--- src/rtl/osp_pkg.sv ---
// package: register map, field layout, reset values and source codes
package osp_pkg;

	// ************************************************************
	// register offsets
	// ************************************************************
	localparam logic [15:0] OSP_ADDR_SYNC     = 16'h00a8;
	localparam logic [15:0] OSP_ADDR_SEL45    = 16'h00a9;
	localparam logic [15:0] OSP_ADDR_SEL67    = 16'h00aa;
	localparam logic [15:0] OSP_ADDR_FIXED    = 16'h00ab;
	localparam logic [15:0] OSP_ADDR_LOOPFILT = 16'h00ac;
	localparam logic [15:0] OSP_ADDR_MODELOCK = 16'h00ad;
	localparam logic [15:0] OSP_ADDR_VCO1     = 16'h00ae;
	localparam logic [15:0] OSP_ADDR_VCO2     = 16'h00af;

	// ************************************************************
	// field positions (low bit of each field)
	// ************************************************************
	localparam int OSP_SYNC_BIT      = 5;
	localparam int OSP_SEL_LO_POS    = 0;
	localparam int OSP_SEL_HI_POS    = 4;
	localparam int OSP_CPCUR_POS     = 5;
	localparam int OSP_RSER_POS      = 3;
	localparam int OSP_CPAR_POS      = 1;
	localparam int OSP_POLE_BIT      = 0;
	localparam int OSP_SYNMODE_BIT   = 3;
	localparam int OSP_LOCKCNT_BIT   = 1;
	localparam int OSP_OVERRIDE_BIT  = 0;
	localparam int OSP_VCOSEL_BIT    = 5;
	localparam int OSP_LOCKVAL_POS   = 0;

	// ************************************************************
	// reset values
	// ************************************************************
	localparam logic [2:0] OSP_RST_SEL4    = 3'h0;
	localparam logic [2:0] OSP_RST_SEL5    = 3'h2;
	localparam logic [2:0] OSP_RST_SEL6    = 3'h0;
	localparam logic [2:0] OSP_RST_SEL7    = 3'h5;
	localparam logic [2:0] OSP_RST_CPCUR   = 3'h4;
	localparam logic [1:0] OSP_RST_RSER    = 2'h1;
	localparam logic [1:0] OSP_RST_CPAR    = 2'h1;
	localparam logic       OSP_RST_POLE    = 1'h1;
	localparam logic       OSP_RST_LOCKCNT = 1'h1;
	localparam logic       OSP_RST_OVERRD  = 1'h0;
	localparam logic       OSP_RST_VCOSEL  = 1'h1;
	localparam logic [4:0] OSP_RST_LOCK1   = 5'h0b;
	localparam logic [4:0] OSP_RST_LOCK2   = 5'h00;
	localparam logic       OSP_RST_SYNMODE = 1'h0;
	localparam logic       OSP_RST_SYNC    = 1'h0;
	localparam logic [7:0] OSP_FIXED_VALUE = 8'hf0;

	// ************************************************************
	// source select codes
	// ************************************************************
	localparam logic [2:0] OSP_SRC_PLL  = 3'h0;
	localparam logic [2:0] OSP_SRC_RSV1 = 3'h1;
	localparam logic [2:0] OSP_SRC_OUT2 = 3'h2;
	localparam logic [2:0] OSP_SRC_OUT3 = 3'h3;
	localparam logic [2:0] OSP_SRC_REF0 = 3'h4;
	localparam logic [2:0] OSP_SRC_REF1 = 3'h5;
	localparam logic [2:0] OSP_SRC_RSV6 = 3'h6;
	localparam logic [2:0] OSP_SRC_XTAL = 3'h7;

	// one-hot route bit positions
	localparam int OSP_ROUTE_PLL  = 0;
	localparam int OSP_ROUTE_OUT2 = 1;
	localparam int OSP_ROUTE_OUT3 = 2;
	localparam int OSP_ROUTE_REF0 = 3;
	localparam int OSP_ROUTE_REF1 = 4;
	localparam int OSP_ROUTE_XTAL = 5;
	localparam int OSP_ROUTE_W    = 6;

endpackage

--- src/rtl/osp_source_route.sv ---
// source select decoder for one output: code to registered one-hot route
`timescale 1ns/1ps
module osp_source_route (
	// clock and reset
	input  wire logic                            clock,
	input  wire logic                            srst,
	// select code
	input  wire logic [2:0]                      sourceCode,
	// route
	output logic      [osp_pkg::OSP_ROUTE_W-1:0] route,
	output logic                                 routeReserved
);
	import osp_pkg::*;

	// ************************************************************
	// decode
	// ************************************************************
	logic [OSP_ROUTE_W-1:0] route_nxt;
	logic                   reserved_nxt;

	always_comb begin
		route_nxt    = '0;
		reserved_nxt = 1'b0;
		unique case (sourceCode)
			OSP_SRC_PLL:  route_nxt[OSP_ROUTE_PLL]  = 1'b1;
			OSP_SRC_OUT2: route_nxt[OSP_ROUTE_OUT2] = 1'b1;
			OSP_SRC_OUT3: route_nxt[OSP_ROUTE_OUT3] = 1'b1;
			OSP_SRC_REF0: route_nxt[OSP_ROUTE_REF0] = 1'b1;
			OSP_SRC_REF1: route_nxt[OSP_ROUTE_REF1] = 1'b1;
			OSP_SRC_XTAL: route_nxt[OSP_ROUTE_XTAL] = 1'b1;
			// reserved codes route nothing rather than guess a source
			OSP_SRC_RSV1,
			OSP_SRC_RSV6: reserved_nxt = 1'b1;
		endcase
	end

	always_ff @(posedge clock) begin
		if (srst) begin
			route         <= '0;
			routeReserved <= 1'b0;
		end else begin
			route         <= route_nxt;
			routeReserved <= reserved_nxt;
		end
	end

endmodule // osp_source_route

--- src/rtl/osp_output_source_pll_cfg.sv ---
// output source select, divider sync and pll loop configuration registers
// Operation
// - sync rising holds pll-fed dividers in reset
// - sync falling releases together, coarse phase cleared
// - source codes route pll, q2, q3, refs, crystal
// - source fields reset to pll, q2, pll, ref1
// - reserved bits written zero, read undefined
// - synth mode: crystal only, software forces freerun
// - override bit selects automatic or manual lock
// - vco select: zero second, one first
// - two manual lock values, reset 01011, 00000
// - lock count: 1 ppm or 16 ppm
// - store loop filter codes, drive analog loop
// - any sync toggle clears coarse phase values
`timescale 1ns/1ps
module osp_output_source_pll_cfg (
	// clock and reset
	input  wire logic                            clock,
	input  wire logic                            srst,
	// management register port
	input  wire logic [15:0]                     regAddr,
	input  wire logic [7:0]                      regWrData,
	input  wire logic                            regWrEn,
	input  wire logic                            regRdEn,
	output logic      [7:0]                      regRdData,
	output logic                                 regRdValid,
	// output source routes, outputs four to seven
	output logic      [osp_pkg::OSP_ROUTE_W-1:0] out4Route,
	output logic      [osp_pkg::OSP_ROUTE_W-1:0] out5Route,
	output logic      [osp_pkg::OSP_ROUTE_W-1:0] out6Route,
	output logic      [osp_pkg::OSP_ROUTE_W-1:0] out7Route,
	output logic      [3:0]                      outRouteReserved,
	// divider synchronisation
	output logic      [3:0]                      outDividerReset,
	output logic                                 coarsePhaseClear,
	// analog loop settings
	output logic      [2:0]                      chargePumpCurrent,
	output logic      [1:0]                      loopSeriesResistor,
	output logic      [1:0]                      loopParallelCapacitor,
	output logic                                 secondPoleSelect,
	// digital lock and mode settings
	output logic                                 lockCountAccuracy,
	output logic                                 lockManualOverride,
	output logic                                 manualVcoSelect,
	output logic      [4:0]                      vcoFirstLockValue,
	output logic      [4:0]                      vcoSecondLockValue,
	output logic                                 synthesizerMode
);
	import osp_pkg::*;

	// ************************************************************
	// configuration registers
	// ************************************************************
	logic [2:0] sel4_r, sel4_nxt;
	logic [2:0] sel5_r, sel5_nxt;
	logic [2:0] sel6_r, sel6_nxt;
	logic [2:0] sel7_r, sel7_nxt;
	logic       sync_r, sync_nxt;
	logic [2:0] cpCur_r, cpCur_nxt;
	logic [1:0] rSer_r, rSer_nxt;
	logic [1:0] cPar_r, cPar_nxt;
	logic       pole_r, pole_nxt;
	logic       lockCnt_r, lockCnt_nxt;
	logic       overrd_r, overrd_nxt;
	logic       vcoSel_r, vcoSel_nxt;
	logic [4:0] lock1_r, lock1_nxt;
	logic [4:0] lock2_r, lock2_nxt;
	logic       synMode_r, synMode_nxt;

	// only the defined field bits are stored; reserved bits are dropped
	always_comb begin
		sel4_nxt    = sel4_r;
		sel5_nxt    = sel5_r;
		sel6_nxt    = sel6_r;
		sel7_nxt    = sel7_r;
		sync_nxt    = sync_r;
		cpCur_nxt   = cpCur_r;
		rSer_nxt    = rSer_r;
		cPar_nxt    = cPar_r;
		pole_nxt    = pole_r;
		lockCnt_nxt = lockCnt_r;
		overrd_nxt  = overrd_r;
		vcoSel_nxt  = vcoSel_r;
		lock1_nxt   = lock1_r;
		lock2_nxt   = lock2_r;
		synMode_nxt = synMode_r;
		if (regWrEn) begin
			unique case (regAddr)
				OSP_ADDR_SYNC: sync_nxt = regWrData[OSP_SYNC_BIT];
				OSP_ADDR_SEL45: begin
					sel4_nxt = regWrData[OSP_SEL_LO_POS +: 3];
					sel5_nxt = regWrData[OSP_SEL_HI_POS +: 3];
				end
				OSP_ADDR_SEL67: begin
					sel6_nxt = regWrData[OSP_SEL_LO_POS +: 3];
					sel7_nxt = regWrData[OSP_SEL_HI_POS +: 3];
				end
				OSP_ADDR_LOOPFILT: begin
					cpCur_nxt = regWrData[OSP_CPCUR_POS +: 3];
					rSer_nxt  = regWrData[OSP_RSER_POS +: 2];
					cPar_nxt  = regWrData[OSP_CPAR_POS +: 2];
					pole_nxt  = regWrData[OSP_POLE_BIT];
				end
				OSP_ADDR_MODELOCK: begin
					synMode_nxt = regWrData[OSP_SYNMODE_BIT];
					lockCnt_nxt = regWrData[OSP_LOCKCNT_BIT];
					overrd_nxt  = regWrData[OSP_OVERRIDE_BIT];
				end
				OSP_ADDR_VCO1: begin
					vcoSel_nxt = regWrData[OSP_VCOSEL_BIT];
					lock1_nxt  = regWrData[OSP_LOCKVAL_POS +: 5];
				end
				OSP_ADDR_VCO2: lock2_nxt = regWrData[OSP_LOCKVAL_POS +: 5];
				default: ; // fixed register and unmapped addresses ignore writes
			endcase
		end
	end

	always_ff @(posedge clock) begin
		if (srst) begin
			sel4_r    <= OSP_RST_SEL4;
			sel5_r    <= OSP_RST_SEL5;
			sel6_r    <= OSP_RST_SEL6;
			sel7_r    <= OSP_RST_SEL7;
			sync_r    <= OSP_RST_SYNC;
			cpCur_r   <= OSP_RST_CPCUR;
			rSer_r    <= OSP_RST_RSER;
			cPar_r    <= OSP_RST_CPAR;
			pole_r    <= OSP_RST_POLE;
			lockCnt_r <= OSP_RST_LOCKCNT;
			overrd_r  <= OSP_RST_OVERRD;
			vcoSel_r  <= OSP_RST_VCOSEL;
			lock1_r   <= OSP_RST_LOCK1;
			lock2_r   <= OSP_RST_LOCK2;
			synMode_r <= OSP_RST_SYNMODE;
		end else begin
			sel4_r    <= sel4_nxt;
			sel5_r    <= sel5_nxt;
			sel6_r    <= sel6_nxt;
			sel7_r    <= sel7_nxt;
			sync_r    <= sync_nxt;
			cpCur_r   <= cpCur_nxt;
			rSer_r    <= rSer_nxt;
			cPar_r    <= cPar_nxt;
			pole_r    <= pole_nxt;
			lockCnt_r <= lockCnt_nxt;
			overrd_r  <= overrd_nxt;
			vcoSel_r  <= vcoSel_nxt;
			lock1_r   <= lock1_nxt;
			lock2_r   <= lock2_nxt;
			synMode_r <= synMode_nxt;
		end
	end

	// ************************************************************
	// readback
	// ************************************************************
	logic [7:0] rdData_r, rdData_nxt;
	logic       rdValid_r, rdValid_nxt;

	// reserved bits read as zero, which the undefined readback permits
	always_comb begin
		rdData_nxt  = rdData_r;
		rdValid_nxt = regRdEn;
		if (regRdEn) begin
			rdData_nxt = 8'h00;
			unique case (regAddr)
				OSP_ADDR_SYNC: rdData_nxt[OSP_SYNC_BIT] = sync_r;
				OSP_ADDR_SEL45: begin
					rdData_nxt[OSP_SEL_LO_POS +: 3] = sel4_r;
					rdData_nxt[OSP_SEL_HI_POS +: 3] = sel5_r;
				end
				OSP_ADDR_SEL67: begin
					rdData_nxt[OSP_SEL_LO_POS +: 3] = sel6_r;
					rdData_nxt[OSP_SEL_HI_POS +: 3] = sel7_r;
				end
				OSP_ADDR_FIXED: rdData_nxt = OSP_FIXED_VALUE;
				OSP_ADDR_LOOPFILT: begin
					rdData_nxt[OSP_CPCUR_POS +: 3] = cpCur_r;
					rdData_nxt[OSP_RSER_POS +: 2]  = rSer_r;
					rdData_nxt[OSP_CPAR_POS +: 2]  = cPar_r;
					rdData_nxt[OSP_POLE_BIT]       = pole_r;
				end
				OSP_ADDR_MODELOCK: begin
					rdData_nxt[OSP_SYNMODE_BIT]  = synMode_r;
					rdData_nxt[OSP_LOCKCNT_BIT]  = lockCnt_r;
					rdData_nxt[OSP_OVERRIDE_BIT] = overrd_r;
				end
				OSP_ADDR_VCO1: begin
					rdData_nxt[OSP_VCOSEL_BIT]       = vcoSel_r;
					rdData_nxt[OSP_LOCKVAL_POS +: 5] = lock1_r;
				end
				OSP_ADDR_VCO2: rdData_nxt[OSP_LOCKVAL_POS +: 5] = lock2_r;
				default: ;
			endcase
		end
	end

	always_ff @(posedge clock) begin
		if (srst) begin
			rdData_r  <= 8'h00;
			rdValid_r <= 1'b0;
		end else begin
			rdData_r  <= rdData_nxt;
			rdValid_r <= rdValid_nxt;
		end
	end

	// ************************************************************
	// divider synchronisation
	// ************************************************************
	logic [3:0] divHold_r, divHold_nxt;
	logic       phClr_r, phClr_nxt;
	logic [3:0] pllFed;

	assign pllFed = {sel7_r == OSP_SRC_PLL, sel6_r == OSP_SRC_PLL,
		sel5_r == OSP_SRC_PLL, sel4_r == OSP_SRC_PLL};

	// the held set is latched at the rising edge so that a source change
	// while held cannot release one divider early and break alignment
	always_comb begin
		divHold_nxt = divHold_r;
		if (!sync_r && sync_nxt) begin
			divHold_nxt = pllFed;
		end else if (sync_r && !sync_nxt) begin
			divHold_nxt = 4'h0;
		end
		phClr_nxt = sync_r ^ sync_nxt;
	end

	always_ff @(posedge clock) begin
		if (srst) begin
			divHold_r <= 4'h0;
			phClr_r   <= 1'b0;
		end else begin
			divHold_r <= divHold_nxt;
			phClr_r   <= phClr_nxt;
		end
	end

	// ************************************************************
	// source decoders
	// ************************************************************
	osp_source_route u_route4 (
		.clock         (clock),
		.srst          (srst),
		.sourceCode    (sel4_r),
		.route         (out4Route),
		.routeReserved (outRouteReserved[0])
	);

	osp_source_route u_route5 (
		.clock         (clock),
		.srst          (srst),
		.sourceCode    (sel5_r),
		.route         (out5Route),
		.routeReserved (outRouteReserved[1])
	);

	osp_source_route u_route6 (
		.clock         (clock),
		.srst          (srst),
		.sourceCode    (sel6_r),
		.route         (out6Route),
		.routeReserved (outRouteReserved[2])
	);

	osp_source_route u_route7 (
		.clock         (clock),
		.srst          (srst),
		.sourceCode    (sel7_r),
		.route         (out7Route),
		.routeReserved (outRouteReserved[3])
	);

	// ************************************************************
	// outputs
	// ************************************************************
	assign regRdData             = rdData_r;
	assign regRdValid            = rdValid_r;
	assign outDividerReset       = divHold_r;
	assign coarsePhaseClear      = phClr_r;
	assign chargePumpCurrent     = cpCur_r;
	assign loopSeriesResistor    = rSer_r;
	assign loopParallelCapacitor = cPar_r;
	assign secondPoleSelect      = pole_r;
	assign lockCountAccuracy     = lockCnt_r;
	assign lockManualOverride    = overrd_r;
	assign manualVcoSelect       = vcoSel_r;
	assign vcoFirstLockValue     = lock1_r;
	assign vcoSecondLockValue    = lock2_r;
	// crystal-only reference choice is made by the analog loop from this level
	assign synthesizerMode       = synMode_r;

endmodule // osp_output_source_pll_cfg

--- config.mk ---
export PLATFORM = sky130hd
export DESIGN_NAME = osp_output_source_pll_cfg
export DESIGN_NICKNAME = d
export VERILOG_FILES = /design/src/rtl/osp_pkg.sv /design/src/rtl/osp_source_route.sv /design/src/rtl/osp_output_source_pll_cfg.sv
export SDC_FILE = /design/constraint.sdc
export NUM_CORES = 1
export LEC_CHECK = 0
export BUFFER_PORTS_ARGS = -buffer_cell sky130_fd_sc_hd__buf_2
export CORE_MARGIN = 1
export CORE_UTILIZATION = 55
export DETAILED_ROUTE_END_ITERATION = 6
export PLACE_DENSITY = 0.89
export SLEW_MARGIN = 20
export SYNTH_ARGS = -nofsm -noshare
export SYNTH_HDL_FRONTEND = slang
export SYNTH_SLANG_ARGS = --single-unit
--- constraint.sdc ---
create_clock -name clock -period 3.9 [get_ports clock]
set_clock_uncertainty 0.05 [all_clocks]
set_input_delay 0.195 -clock clock [delete_from_list [all_inputs] [get_ports clock]]
set_output_delay 0.195 -clock clock [all_outputs]
set_load 0.01 [all_outputs]
# Yosys cells after proc, flatten, opt, wreduce, memory -nomap -nowiden
# Index checks and enable logic that the tools add are counted.
[classes]
eq_ne = 36
muxes = 39
n_bitwise = 1
n_reduce_logical = 19
[ops]
columns = ["cell", "count"]
rows = [
  ["$eq A16 B8 Y1 const B", 8],
  ["$eq A3 B3 Y1 const B", 16],
  ["$mux W1", 30],
  ["$eq A3 B2 Y1 const B", 8],
  ["$eq A3 B1 Y1 const B", 4],
  ["$logic_not A3 Y1", 4],
  ["$pmux W1 S6", 2],
  ["$pmux W2 S6", 1],
  ["$reduce_and A2 Y1", 6],
  ["$mux W4", 2],
  ["$pmux W1 S4", 2],
  ["$reduce_or A2 Y1", 4],
  ["$pmux W1 S5", 1],
  ["$logic_and A1 B1 Y1", 2],
  ["$logic_not A1 Y1", 2],
  ["$pmux W1 S2", 1],
  ["$reduce_bool A2 Y1", 1],
  ["$xor A1 B1 Y1", 1],
]
[totals]
ff_bits = 77
in_bits = 28

# Depth between registers and ports, before layout
# Gate-level depths: netlist of run 1.
[logic_depth]
word_depth = 7
depth_mapped = 10

# Modules after synthesis
# Synthesis of run 1 repeated with hierarchy kept, for this count alone.
[hier_totals]
cells_unflattened = 337
hier_area_um2 = 3139.3
[modules_own_cells]
columns = ["mod", "n_inst", "cells_per_inst", "area_per_inst_um2", "seq_area_each_um2"]
rows = [
  ["osp_output_source_pll_cfg", 1, 261, 2333.5, 980.9],
  ["osp_source_route", 4, 19, 201.4, 140.1],
]

# Least setup slack after synthesis of run 1
# OpenSTA, ideal clock, no wires.
[synth_path]
path_kind = "in2reg"
startpoint = "input port regAddr[13]"
endpoint = "register divHold_r[1], in the netlist outDividerReset[1]"
setup_ns = 0.128
arrival_time_ns = 2.131
required_time_ns = 3.722
path_slack_ns = 1.592
cell_stages = 9
path_cell_list = "nor4_1 -> and4_1 -> a31o_2 -> nand2_1 -> ha_1 -> clkbuf_1 -> nor4_1 -> a22oi_1 -> nor2_1"
[synth_via]
elab_chain_cells = 6
elab_cells_between_ends = 8
cone_classes = "1 x eq/ne; 3 x mux; 4 x reduce/logical"
[synth_rtl]
columns = ["element", "line", "text"]
rows = [
  ["start, declared", "osp_output_source_pll_cfg.sv:21", "input wire logic [15:0] regAddr,"],
  ["$eq A16 B8 Y1 (*)", "osp_output_source_pll_cfg.sv:88", "unique case (regAddr)"],
  ["$mux W1 (*)", "osp_output_source_pll_cfg.sv:88", ""],
  ["$mux W1 (*)", "osp_output_source_pll_cfg.sv:87", "if (regWrEn) begin"],
  ["net sync_nxt", "osp_output_source_pll_cfg.sv:58", "logic sync_r, sync_nxt;"],
  ["$logic_not A1 Y1", "osp_output_source_pll_cfg.sv:225", "end else if (sync_r && !sync_nxt) begin"],
  ["$logic_and A1 B1 Y1", "osp_output_source_pll_cfg.sv:225", ""],
  ["$reduce_bool A2 Y1 (no source line)", "-", ""],
  ["end signal, assigned", "osp_output_source_pll_cfg.sv:236", "divHold_r <= divHold_nxt;"],
  ["end, declared", "osp_output_source_pll_cfg.sv:212", "logic [3:0] divHold_r, divHold_nxt;"],
]
# Mark *: on every way through the listed nets, which the timed path passes. The rest lies on a longest branch.
# A chain may end at the register's enable or synchronous reset.

# Worst setup path in the final report of run 1
[layout_path]
startpoint = "input port regAddr[2]"
endpoint = "register divHold_r[1], in the netlist outDividerReset[1]"
# Same word-level chain as after synthesis.

==> results of run 1 <==
final cells by class:
cell class | count | share of cell area (%)
clock buffers | 9 | 3.19
clock inverters | 6 | 2.90
inverters | 3 | 0.290
multi-input cells | 259 | 39.5
flip-flops and latches | 77 | 39.7
well taps | 72 | 2.32
repair buffers | 93 | 12.1
where the power goes:
| group | internal [mW] | switching, mW |
|---|---|---|
| registers | 0.791 | 0.00167 |
| clock network | 0.422 | 0.285 |
| logic | 0.0289 | 0.0592 |
| total | 1.24 | 0.346 |
cells in the final DEF, fill, tap and decap left out, types with 2 or more instances in the layout:
cell | netlist | final
buf_2 | 1 | 91
dfxtp_1 | 77 | 77
nand3_1 | 50 | 50
o21ai_0 | 35 | 35
a21oi_1 | 33 | 33
nand2_1 | 22 | 22
nor2_1 | 16 | 16
nand3b_1 | 9 | 9
nor3_1 | 10 | 9
clkbuf_8 | 0 | 9
nor4_1 | 8 | 8
nand4_1 | 6 | 6
nor2b_1 | 6 | 6
nor3b_1 | 5 | 5
and4_1 | 4 | 4
nand2b_1 | 4 | 4
or3b_2 | 4 | 4
nor4b_1 | 4 | 4
a311oi_1 | 3 | 3
mux2_2 | 3 | 3
a22oi_1 | 3 | 3
o22ai_1 | 3 | 3
bufinv_16 | 0 | 3
and3b_1 | 2 | 2
inv_1 | 2 | 2
or4_1 | 2 | 2
nor4_2 | 2 | 2
and3_1 | 2 | 2
or4_4 | 2 | 2
mux2i_1 | 2 | 2
a221oi_1 | 2 | 2
clkinv_4 | 0 | 2
buf_4 | 4 | 2
path summary, 6_finish.rpt:
kind	startpoint	endpoint	slack (ns)	cells past startpoint
setup reg to reg	sel6_r[2]	regRdData[2]	2.26	4
setup / recovery	regAddr[2]	outDividerReset[1]	1.90	9
hold reg to reg	outDividerReset[3]	outDividerReset[3]	0.42	2
hold / removal	regWrData[7]	chargePumpCurrent[2]	0.04	3
worst max-delay path, stage by stage:
cell,delay (ns)
buf_2,0.22
nor3b_1,0.41
and4_1,0.35
a31o_2,0.19
nand2_1,0.06
ha_1,0.43
nor4_1,0.08
a22oi_1,0.16
nor2_1,0.05
per-stage QoR:
stage               std cells  power, mW  instance area [sq um]  hold slack, ns  worst slack (ns)
finish                    519       1.59                   3890          0.0404              1.90
global route              519       1.64                   3890          0.0594              1.74
CTS                       519       1.59                   3880          0.0319              1.94
global placement          504      0.894                   3640           0.392              1.74
detailed placement        504      0.896                   3640           0.395              1.59
floorplan                 379      0.859                   3250           0.292              1.59
logic make-up after synthesis:
| kind of cell | Yosys count |
|---|---|
| adders and majority gates | 1 |
| and+or+nand+nor | 160 |
| buffers and inverters | 43 |
| muxes | 6 |
| AOI/OAI and AO/OA | 92 |
| DFF | 77 |
sequential cells by signal, summed over array words and instances (netlist names), 2 cells and up:
register               cells
sel7_r                     3
u_route6.route             6
loopSeriesResistor         2
regRdData                  8
outDividerReset            4
chargePumpCurrent          3
sel5_r                     3
u_route4.route             6
sel4_r                     3
sel6_r                     3
u_route5.route             6
vcoSecondLockValue         5
u_route7.route             6
vcoFirstLockValue          5
loopParallelCapacitor      2
metal layers:
layer / vias up / wire length, microns
li1: 1520 / -
met1: 1494 / 3670
met2: 198 / 4010
met3: 30 / 780
met4: 0 / 328
met5: - / 0
==> impl_metrics.csv, run 1 <==
group,metric,value,unit
outcome,status,"complete, no violations",
synth,netlist.area_leader.share,47.4,%
synth,synth_top_family_by_area,"simple AND/OR/NAND/NOR gates",
synth,synthMuxAreaShare,2.35,%
placed_design,dp_hpwl,6020,microns
power,p_leak,1.50,nW
drt,num_vias,3242,
synth,ys_seq_area_share,47.4,%
global_route,track_usage,29.0,%
synth,synth_xor_area_share,0,%
sta,hold_viol,0,
floorplan,die_w,78.9,microns
floorplan,dieArea,0.00622,sq mm
hold_path,min_path_type,"primary input to register",
clock_tree,cts-htree-levels,3,
synth,syn_area,0.00325,sq mm
sta,rsz0062_at_grt,"no",
cells_and_area,seqCellArea,0.00154,sq mm
global_route,met3_usage,6.78,%
synth,synthAdderAreaFrac,0.385,%
global_route,grt-busiest-layer,"met2",
clock_tree,postCtsSetupRepairBufs,0,
clock_tree,insertion_delay,0.34,ns
synth,synth_ff_type,"dfxtp_1",
clock_tree,cts_tree,"built",
clock_tree,clockBufferDepth,2,
worst_setup_path,crit_arrival,2.14,ns
sta,fin_setup_tns,0,ns
sta,fin_crit_sh,51.2,%
cells_and_area,drive_above_1_share,27.7,%
power,p_per_area,409,mW/mm^2
cells_and_area,num_antenna_cells,0,
floorplan,core_area,0.00561,sq mm
power,peakVddDrop,0.235,mV
synth,synth_nets,408,
clock_tree,clkTransAtPathRegs,0.08,ns
cells_and_area,finalNetCount,472,
cells_and_area,multi_input_area,0.00154,sq mm
drt,drtAntennaViolNets,0,
cells_and_area,fillers,468,
clock_tree,cts_buffers,9,
synth,syn_area_per_cell,8.58,sq um
synth,yosysWarnings,0,
global_route,grt_max_degree,54,
worst_setup_path,crit_fanout,20,
clock_tree,cts_resized,0,
synth,postSynthCellCount,379,
floorplan,initial_core_util,58.0,%
synth,synth-compound-area-share,16.4,%
global_route,antenna_found_initial,0,
drt,drc_errors,0,
floorplan,boundaryPins,92,
synth,synth_edf_count,0,
sta,fmax,501,MHz
floorplan,rows,27,
clock_tree,cts.hold.buffers_added,0,
synth,synth_common_cells,"dfxtp_1, nand3_1, o21ai_0, a21oi_1, clkbuf_1",
synth,synth_area_leaders,"dfxtp_1, nand3_1, o21ai_0, a21oi_1, clkbuf_1",
synth,synth_largest_area_cell,"dfxtp_1",
drt,post_drt_wl_per_cell,16.9,microns
clock_tree,clock_sinks,77,
global_route,grt.overflow.total,0,
synth,yosysUniqueCellTypes,50,
sta,tightest_slew,0.962,ns
synth,yosysMostFrequentCell,"dfxtp_1",
placed_design,port_buffers,91,
global_route,grt_pass1_wl,13800,microns
sta,final-setup-viol-count,0,
global_route,grt_pass1_vias,2835,
worst_setup_path,worstSetupPathType,"primary input to register",
placed_design,globalplace.congestion,0.938,
floorplan,die_y,78.9,microns
worst_setup_path,crit_path_end_kind,"register",
cells_and_area,fin_util,69.3,%
synth,synth_seq_cells,77,
job,cap_violations,0,
synth,yosys.area_share.simple,28.0,%
synth,ys_async_sr_fraction,0,%
global_route,grtUsageMet1,37.0,%
sta,fin_crit,2.00,ns
drt,drt_iter0_markers,255,
cells_and_area,area_growth,19.6,%
sta,slew_violations,0,
worst_setup_path,required,4.05,ns
drt,routed_wl,8790,microns
worst_setup_path,worstSetupStartpointType,"primary input",
clock_tree,root_buffer,"clkbuf_8",
drt,via_per_inst,6.25,
drt,first_pass_iters,5,
sta,relSlewSlack,35.9,%
global_route,gr-usage-met2,45.1,%
Power figures use the tool's default switching activity.
==> run 2, diff against run 1 <==
--- a/config.mk
+++ b/config.mk
@@ -5,11 +5,12 @@
 export SDC_FILE = /design/constraint.sdc
 export NUM_CORES = 1
 export LEC_CHECK = 0
+export ABC_AREA = 1
 export BUFFER_PORTS_ARGS = -buffer_cell sky130_fd_sc_hd__buf_2
 export CORE_MARGIN = 1
-export CORE_UTILIZATION = 55
+export CORE_UTILIZATION = 46
 export DETAILED_ROUTE_END_ITERATION = 6
-export PLACE_DENSITY = 0.89
+export PLACE_DENSITY = 0.8
 export SLEW_MARGIN = 20
 export SYNTH_ARGS = -nofsm -noshare
 export SYNTH_HDL_FRONTEND = slang
==> constraint.sdc (replaced) <==
create_clock -name clock -period 1.77 [get_ports clock]
set_clock_uncertainty 0.05 [all_clocks]
set_input_delay 0.0885 -clock clock [delete_from_list [all_inputs] [get_ports clock]]
set_output_delay 0.0885 -clock clock [all_outputs]
set_load 0.01 [all_outputs]
==> run 2 against run 1 <==
The flow now finishes with violations (DRC). Highest routed layer unchanged. Die area is 16% higher. Largest cell class unchanged. Non-clock buffer count grew 14. Largest power group unchanged. Core utilization fell by 7.5 points.
==> impl_metrics.csv, run 2 <==
group,metric,value,unit
synth,yosysMostFrequentCell,"nand2_1",
drt,drc_errors,1,
sta,fmax,592,MHz
cells_and_area,fillers,576,
synth,yosysUniqueCellTypes,36,
placed_design,port_buffers,91,
outcome,status,"finished, violations left",
clock_tree,clkTransAtPathRegs,0.08,ns
sta,relSlewSlack,65.9,%
synth,synth_common_cells,"nand2_1, dfxtp_1, nor2_1, nand3_1, inv_1",
drt,drtAntennaViolNets,0,
placed_design,pre_cts_ws,-0.0262,ns
synth,synth_seq_cells,77,
floorplan,rows,29,
worst_setup_path,required,1.97,ns
placed_design,place_area,0.00370,sq mm
synth,synth_largest_area_cell,"dfxtp_1",
worst_setup_path,crit_top_cell,"inv_1",
clock_tree,cts_buffers,9,
synth,ys_async_sr_fraction,0,%
synth,synth_xor_area_share,0,%
sta,rsz0062_at_grt,"no",
synth,syn_area,0.00318,sq mm
synth,ys_seq_area_share,48.5,%
global_route,grt_pass1_vias,2799,
hold_path,min_path_type,"primary input to register",
clock_tree,clock_sinks,77,
sta,fin_crit,1.69,ns
synth,synth_nets,435,
worst_setup_path,path_cells,"dlygate4sd3_1, buf_2, inv_1, nand4_1, nand2_1, inv_1, ha_1, buf_4, a32o_1",
cells_and_area,postLayoutCellArea,0.00402,sq mm
cells_and_area,num_antenna_cells,0,
sta,fin_crit_sh,95.5,%
outcome,violations,"DRC",
worst_setup_path,r2r_start,"sync_r",
global_route,grt_pass1_wl,12900,microns
placed_design,globalplace.congestion,0.933,
global_route,track_usage,23.1,%
clock_tree,cts-htree-levels,3,
floorplan,core_area,0.00649,sq mm
hold_path,min_from,"regWrData[1]",
synth,synth_edf_count,0,
worst_setup_path,r2r_cells,6,
hold_path,holdPathStages,3,
sta,setup_slack,0.0796,ns
worst_setup_path,critPathSlowestCell,"dlygate4sd3_1",
job,cap_violations,0,
worst_setup_path,worstSetupStartpointType,"primary input",
worst_setup_path,path_delay_family,"buffers and inverters",
worst_setup_path,regToRegSetupSlack,0.21,ns
drt,num_vias,3007,
power,peakVddDrop,0.459,mV
synth,synth_area_leaders,"dfxtp_1, nand2_1, nand3_1, nor2_1, a21oi_1",
drt,via_per_inst,5.10,
floorplan,initial_core_util,48.9,%
worst_setup_path,crit_arrival,1.89,ns
synth,synth-compound-area-share,12.1,%
synth,yosysWarnings,0,
synth,netlist.area_leader.share,48.5,%
worst_setup_path,cpPeakStageDelay,0.53,ns
floorplan,die_y,85.1,microns
drt,first_pass_iters,7,
worst_setup_path,crit_cells,9,
sta,fin_setup_tns,0,ns
synth,postSynthCellCount,406,
clock_tree,clockBufferDepth,2,
clock_tree,postCtsSetupRepairBufs,0,
worst_setup_path,cp.buffers_inverters,5,
floorplan,dieArea,0.00724,sq mm
worst_setup_path,crit_fanout,5,
floorplan,boundaryPins,92,
sta,hold_viol,0,
power,p_leak,1.94,nW
global_route,grt_max_degree,29,
cells_and_area,drive_above_1_share,28.5,%
drt,post_drt_wl_per_cell,13.3,microns
placed_design,dp_hpwl,5860,microns
synth,synth_ff_type,"dfxtp_1",
cells_and_area,mostFrequentLayoutCells,"buf_2, nand2_1, dfxtp_1",
cells_and_area,largest_reg_flops,8,
hold_path,hold_end,"vcoFirstLockValue[1]",
global_route,grt.overflow.total,0,
sta,final-setup-viol-count,0,
clock_tree,cts_tree,"built",
worst_setup_path,worstSetupPathType,"primary input to register",
drt,routed_wl,7870,microns
synth,synthAdderAreaFrac,0.394,%
synth,yosys.area_share.simple,30.4,%
cells_and_area,layout_commonest_cell,"buf_2",
power,p_per_area,871,mW/mm^2
global_route,antenna_found_initial,0,
sta,slew_violations,0,
worst_setup_path,r2r-end,"outDividerReset[3]",
cells_and_area,finalNetCount,537,
synth,synth_top_family_by_area,"simple AND/OR/NAND/NOR gates",
floorplan,die_w,85.1,microns
cells_and_area,area_growth,26.4,%
sta,tightest_slew,0.510,ns
clock_tree,root_buffer,"clkbuf_8",
synth,synthMuxAreaShare,0,%
worst_setup_path,crit_path_end_kind,"register",
drt,drt_iter0_markers,235,
clock_tree,insertion_delay,0.36,ns
synth,syn_area_per_cell,7.82,sq um
-- run 2: logic make-up (layout without fill, tap and decap cells) --
kind of cell,after synthesis,count (layout)
and+or+nand+nor,202,202
buffers and inverters,58,165
DFF,77,77
AOI/OAI and AO/OA,68,68
adders and majority gates,1,1
-- run 2: power breakdown --
group          internal [mW]  total (mW)  switching, mW
sequential              1.74        1.75        0.00418
clock                  0.917        1.56          0.642
combinational         0.0730       0.192          0.119
-- run 2: how the worst max path moves through the flow --
stage | start | to | slack (ns)
after floorplan | regAddr[8] | outDividerReset[1] | 0.05
after CTS | regWrData[5] | outDividerReset[1] | 0.02
after global placement | regAddr[6] | outDividerReset[3] | 0.06
final | regWrData[5] | outDividerReset[3] | 0.08
after global routing | regWrData[5] | outDividerReset[3] | 0.01
after detailed placement | regAddr[1] | outDividerReset[1] | -0.03
-- run 2: worst min-delay path: stages --
cell and delay [ns]:
buf_2 0.18, nand2_1 0.07, nand3_1 0.06
-- run 2: layout make-up --
type | instances | area, sq um | share of cell area [%]
Clock buffer | 12 | 165 | 4.11
Clock inverter | 4 | 77.6 | 1.93
Inverter | 42 | 161 | 4.02
Multi-Input combinational cell | 271 | 1370 | 34.1
Sequential cell | 77 | 1540 | 38.4
Tap cell | 77 | 96.3 | 2.40
Timing Repair Buffer | 107 | 606 | 15.1
-- run 2: metrics by stage --
| step | cells | hold WS (ns) | utilization (%) | total power [mW] |
|---|---|---|---|---|
| 2_1_floorplan | 406 | 0.108 | - | 1.88 |
| 3_3_place_gp | 567 | 0.246 | 56.9 | 1.96 |
| 3_5_place_dp | 567 | 0.244 | 56.9 | 1.97 |
| 4_1_cts | 590 | 0.00646 | 61.7 | 3.50 |
| 5_1_grt | 590 | 0.0473 | 61.8 | 3.60 |
| 6_report | 590 | 0.0192 | 61.8 | 3.50 |
-- run 2: repair_timing --
item / 4_1_cts / 5_1_grt
hold endpoints to repair: 13 / 0
resized for setup: 0 / 2
setup endpoints to repair: 0 / 3
hold buffers: 7 / 0
-- run 2: routing by layer --
layer	up-vias	global-route usage (%)	routed length (microns)
met5	-	0	0
met4	0	10.9	142
met3	14	5.74	463
met2	117	37.8	3780
met1	1359	28.6	3490
li1	1517	-	-
==> run 3, diff against run 2 <==
--- a/config.mk
+++ b/config.mk
@@ -10,7 +10,7 @@
 export CORE_MARGIN = 1
 export CORE_UTILIZATION = 46
 export DETAILED_ROUTE_END_ITERATION = 6
-export PLACE_DENSITY = 0.8
+export PLACE_DENSITY = 0.77
 export SLEW_MARGIN = 20
 export SYNTH_ARGS = -nofsm -noshare
 export SYNTH_HDL_FRONTEND = slang
==> run 3 against run 2 <==
Worst setup slack worse by 0.017 ns. Critical path type unchanged. Sequential cell count stayed put. Fmax fell by 0.97%. Register-to-register slack barely moved. Sequential power hardly changed. Final cell count shrank 1.0%. First-iteration DRC count is 30% lower. Die area did not move. Via count is 0.90% lower. Combinational power shrank 3%. The flow now finishes without violations.
==> impl_metrics.csv, run 3 (synthesis gave the netlist of run 2 again) <==
group,metric,value,unit
placed_design,dp_hpwl,5910,microns
power,p_comb_share,6.0,%
sta,fin_crit,1.71,ns
placed_design,pre_cts_ws,-0.00163,ns
global_route,grt_pass1_wl,12700,microns
drt,via_per_inst,5.10,
drt,first_pass_iters,4,
global_route,met3_usage,4.09,%
cells_and_area,mostFrequentLayoutCells,"buf_2, nand2_1, dfxtp_1",
sta,tightest_slew,0.441,ns
cells_and_area,fillers,589,
global_route,grt_pass1_vias,2724,
drt,routed_wl,7870,microns
worst_setup_path,path_delay_family,"buffers and inverters",
floorplan,die_w,85.1,microns
placed_design,globalplace.congestion,0.945,
sta,rsz0062_at_grt,"no",
job,cap_violations,0,
sta,hold_viol,0,
worst_setup_path,path_cells,"dlygate4sd3_1, buf_2, inv_1, nand4_1, nand2_1, inv_1, ha_1, buf_4, a32o_1",
cells_and_area,largest_reg_flops,8,
sta,slew_violations,0,
drt,drtAntennaViolNets,0,
clock_tree,cts-htree-levels,3,
power,power.share.clock,37.9,%
worst_setup_path,crit_fanout,5,
global_route,grt-busiest-layer,"met2",
global_route,grtUsageMet1,27.4,%
worst_setup_path,crit_arrival,1.88,ns
sta,relSlewSlack,70.6,%
global_route,antenna_found_initial,0,
cells_and_area,drive_above_1_share,28.2,%
power,p_int,2.41,mW
sta,fin_setup_tns,0,ns
worst_setup_path,critPathSlowestCell,"dlygate4sd3_1",
worst_setup_path,cp.buffers_inverters,5,
cells_and_area,seqCellArea,0.00154,sq mm
power,switchingPower,0.704,mW
power,p_per_area,797,mW/mm^2
outcome,status,"complete, no violations",
sta,setup_slack,0.0630,ns
cells_and_area,layout_commonest_cell,"buf_2",
drt,num_vias,2980,
clock_tree,clockBufferDepth,2,
hold_path,min_path_type,"primary input to register",
floorplan,dieArea,0.00724,sq mm
clock_tree,root_buffer,"clkbuf_8",
clock_tree,clkTransAtPathRegs,0.07,ns
power,peakVddDrop,0.365,mV
clock_tree,insertion_delay,0.33,ns
floorplan,initial_core_util,48.9,%
global_route,grt.overflow.total,0,
sta,fmax,586,MHz
drt,drc_errors,0,
worst_setup_path,worstSetupStartpointType,"primary input",
worst_setup_path,required,1.95,ns
worst_setup_path,crit_path_end_kind,"register",
cells_and_area,finalNetCount,534,
placed_design,port_buffers,91,
floorplan,die_y,85.1,microns
clock_tree,clock_sinks,77,
power,p_leak,1.88,nW
cells_and_area,num_antenna_cells,0,
sta,whs,0.0175,ns
global_route,grt_max_degree,34,
floorplan,boundaryPins,92,
power,switching_share,22.6,%
global_route,track_usage,22.5,%
clock_tree,postCtsSetupRepairBufs,0,
clock_tree,cts_tree,"built",
cells_and_area,multi_input_area,0.00136,sq mm
worst_setup_path,worstSetupPathType,"primary input to register",
worst_setup_path,cpPeakStageDelay,0.53,ns
worst_setup_path,crit_top_cell,"inv_1",
cells_and_area,area_growth,23.1,%
global_route,gr-usage-met2,38.9,%
floorplan,rows,29,
floorplan,core_area,0.00649,sq mm
clock_tree,cts_buffers,9,
sta,fin_crit_sh,96.4,%
sta,final-setup-viol-count,0,
power,seqPwrFrac,56.1,%
drt,drt_iter0_markers,165,
cells_and_area,fin_util,60.2,%
drt,post_drt_wl_per_cell,13.5,microns
==> run 3: layout make-up <==
cell class                      count  share of cell area (%)
Inverter                           42                    4.13
Multi-Input combinational cell    271                    34.9
Tap cell                           77                    2.46
Timing Repair Buffer              104                    14.7
Sequential cell                    77                    39.4
Clock inverter                      1                   0.192
Clock buffer                       12                    4.22
==> run 3: power groups by stage <==
stage | registers (mW) | logic (mW) | clock network [mW]
3_5_place_dp | 1.79 | 0.178 | 0
5_1_grt | 1.75 | 0.205 | 1.28
3_3_place_gp | 1.79 | 0.175 | 0
6_report | 1.75 | 0.186 | 1.18
4_1_cts | 1.75 | 0.185 | 1.20
2_1_floorplan | 1.79 | 0.0864 | 0
==> run 3: stage by stage <==
| step | area (sq um) | total power [mW] | instances |
|---|---|---|---|
| after floorplan | 3180 | 1.88 | 406 |
| after global placement | 3700 | 1.96 | 567 |
| final | 3910 | 3.12 | 584 |
| after detailed placement | 3700 | 1.97 | 567 |
| after global routing | 3910 | 3.23 | 584 |
| after CTS | 3910 | 3.13 | 584 |
==> run 3: path summary, 6_finish.rpt <==
check                             end             startpoint  cells past startpoint  slack [ns]
max                outDividerReset[3]           regWrData[5]                      9        0.06
min          loopParallelCapacitor[1]           regWrData[2]                      3        0.02
max reg2reg        outDividerReset[3]                 sync_r                      6        0.22
min reg2reg     vcoSecondLockValue[1]  vcoSecondLockValue[1]                      2        0.41
==> run 3: routing by layer <==
metal | vias up | routed length, microns
li1 | 1511 | -
met1 | 1363 | 3450
met2 | 96 | 3870
met3 | 10 | 462
met4 | 0 | 85
met5 | - | 0
==> run 3: worst register-to-register path: cells and delay by family, from the launching register on <==
family          cells  cell delay [ns]
buf+inv             2             0.21
fa+ha+maj           1             0.30
compound gates      2             0.45
simple gates        1             0.09
flops               1             0.33
==> run 3: repair_timing <==
| item | CTS | global route |
|---|---|---|
| hold buffers | 4 | 0 |
| gates resized for setup | 0 | 1 |
| setup endpoints to repair | 0 | 1 |
| endpoints found under the hold margin | 6 | 0 |
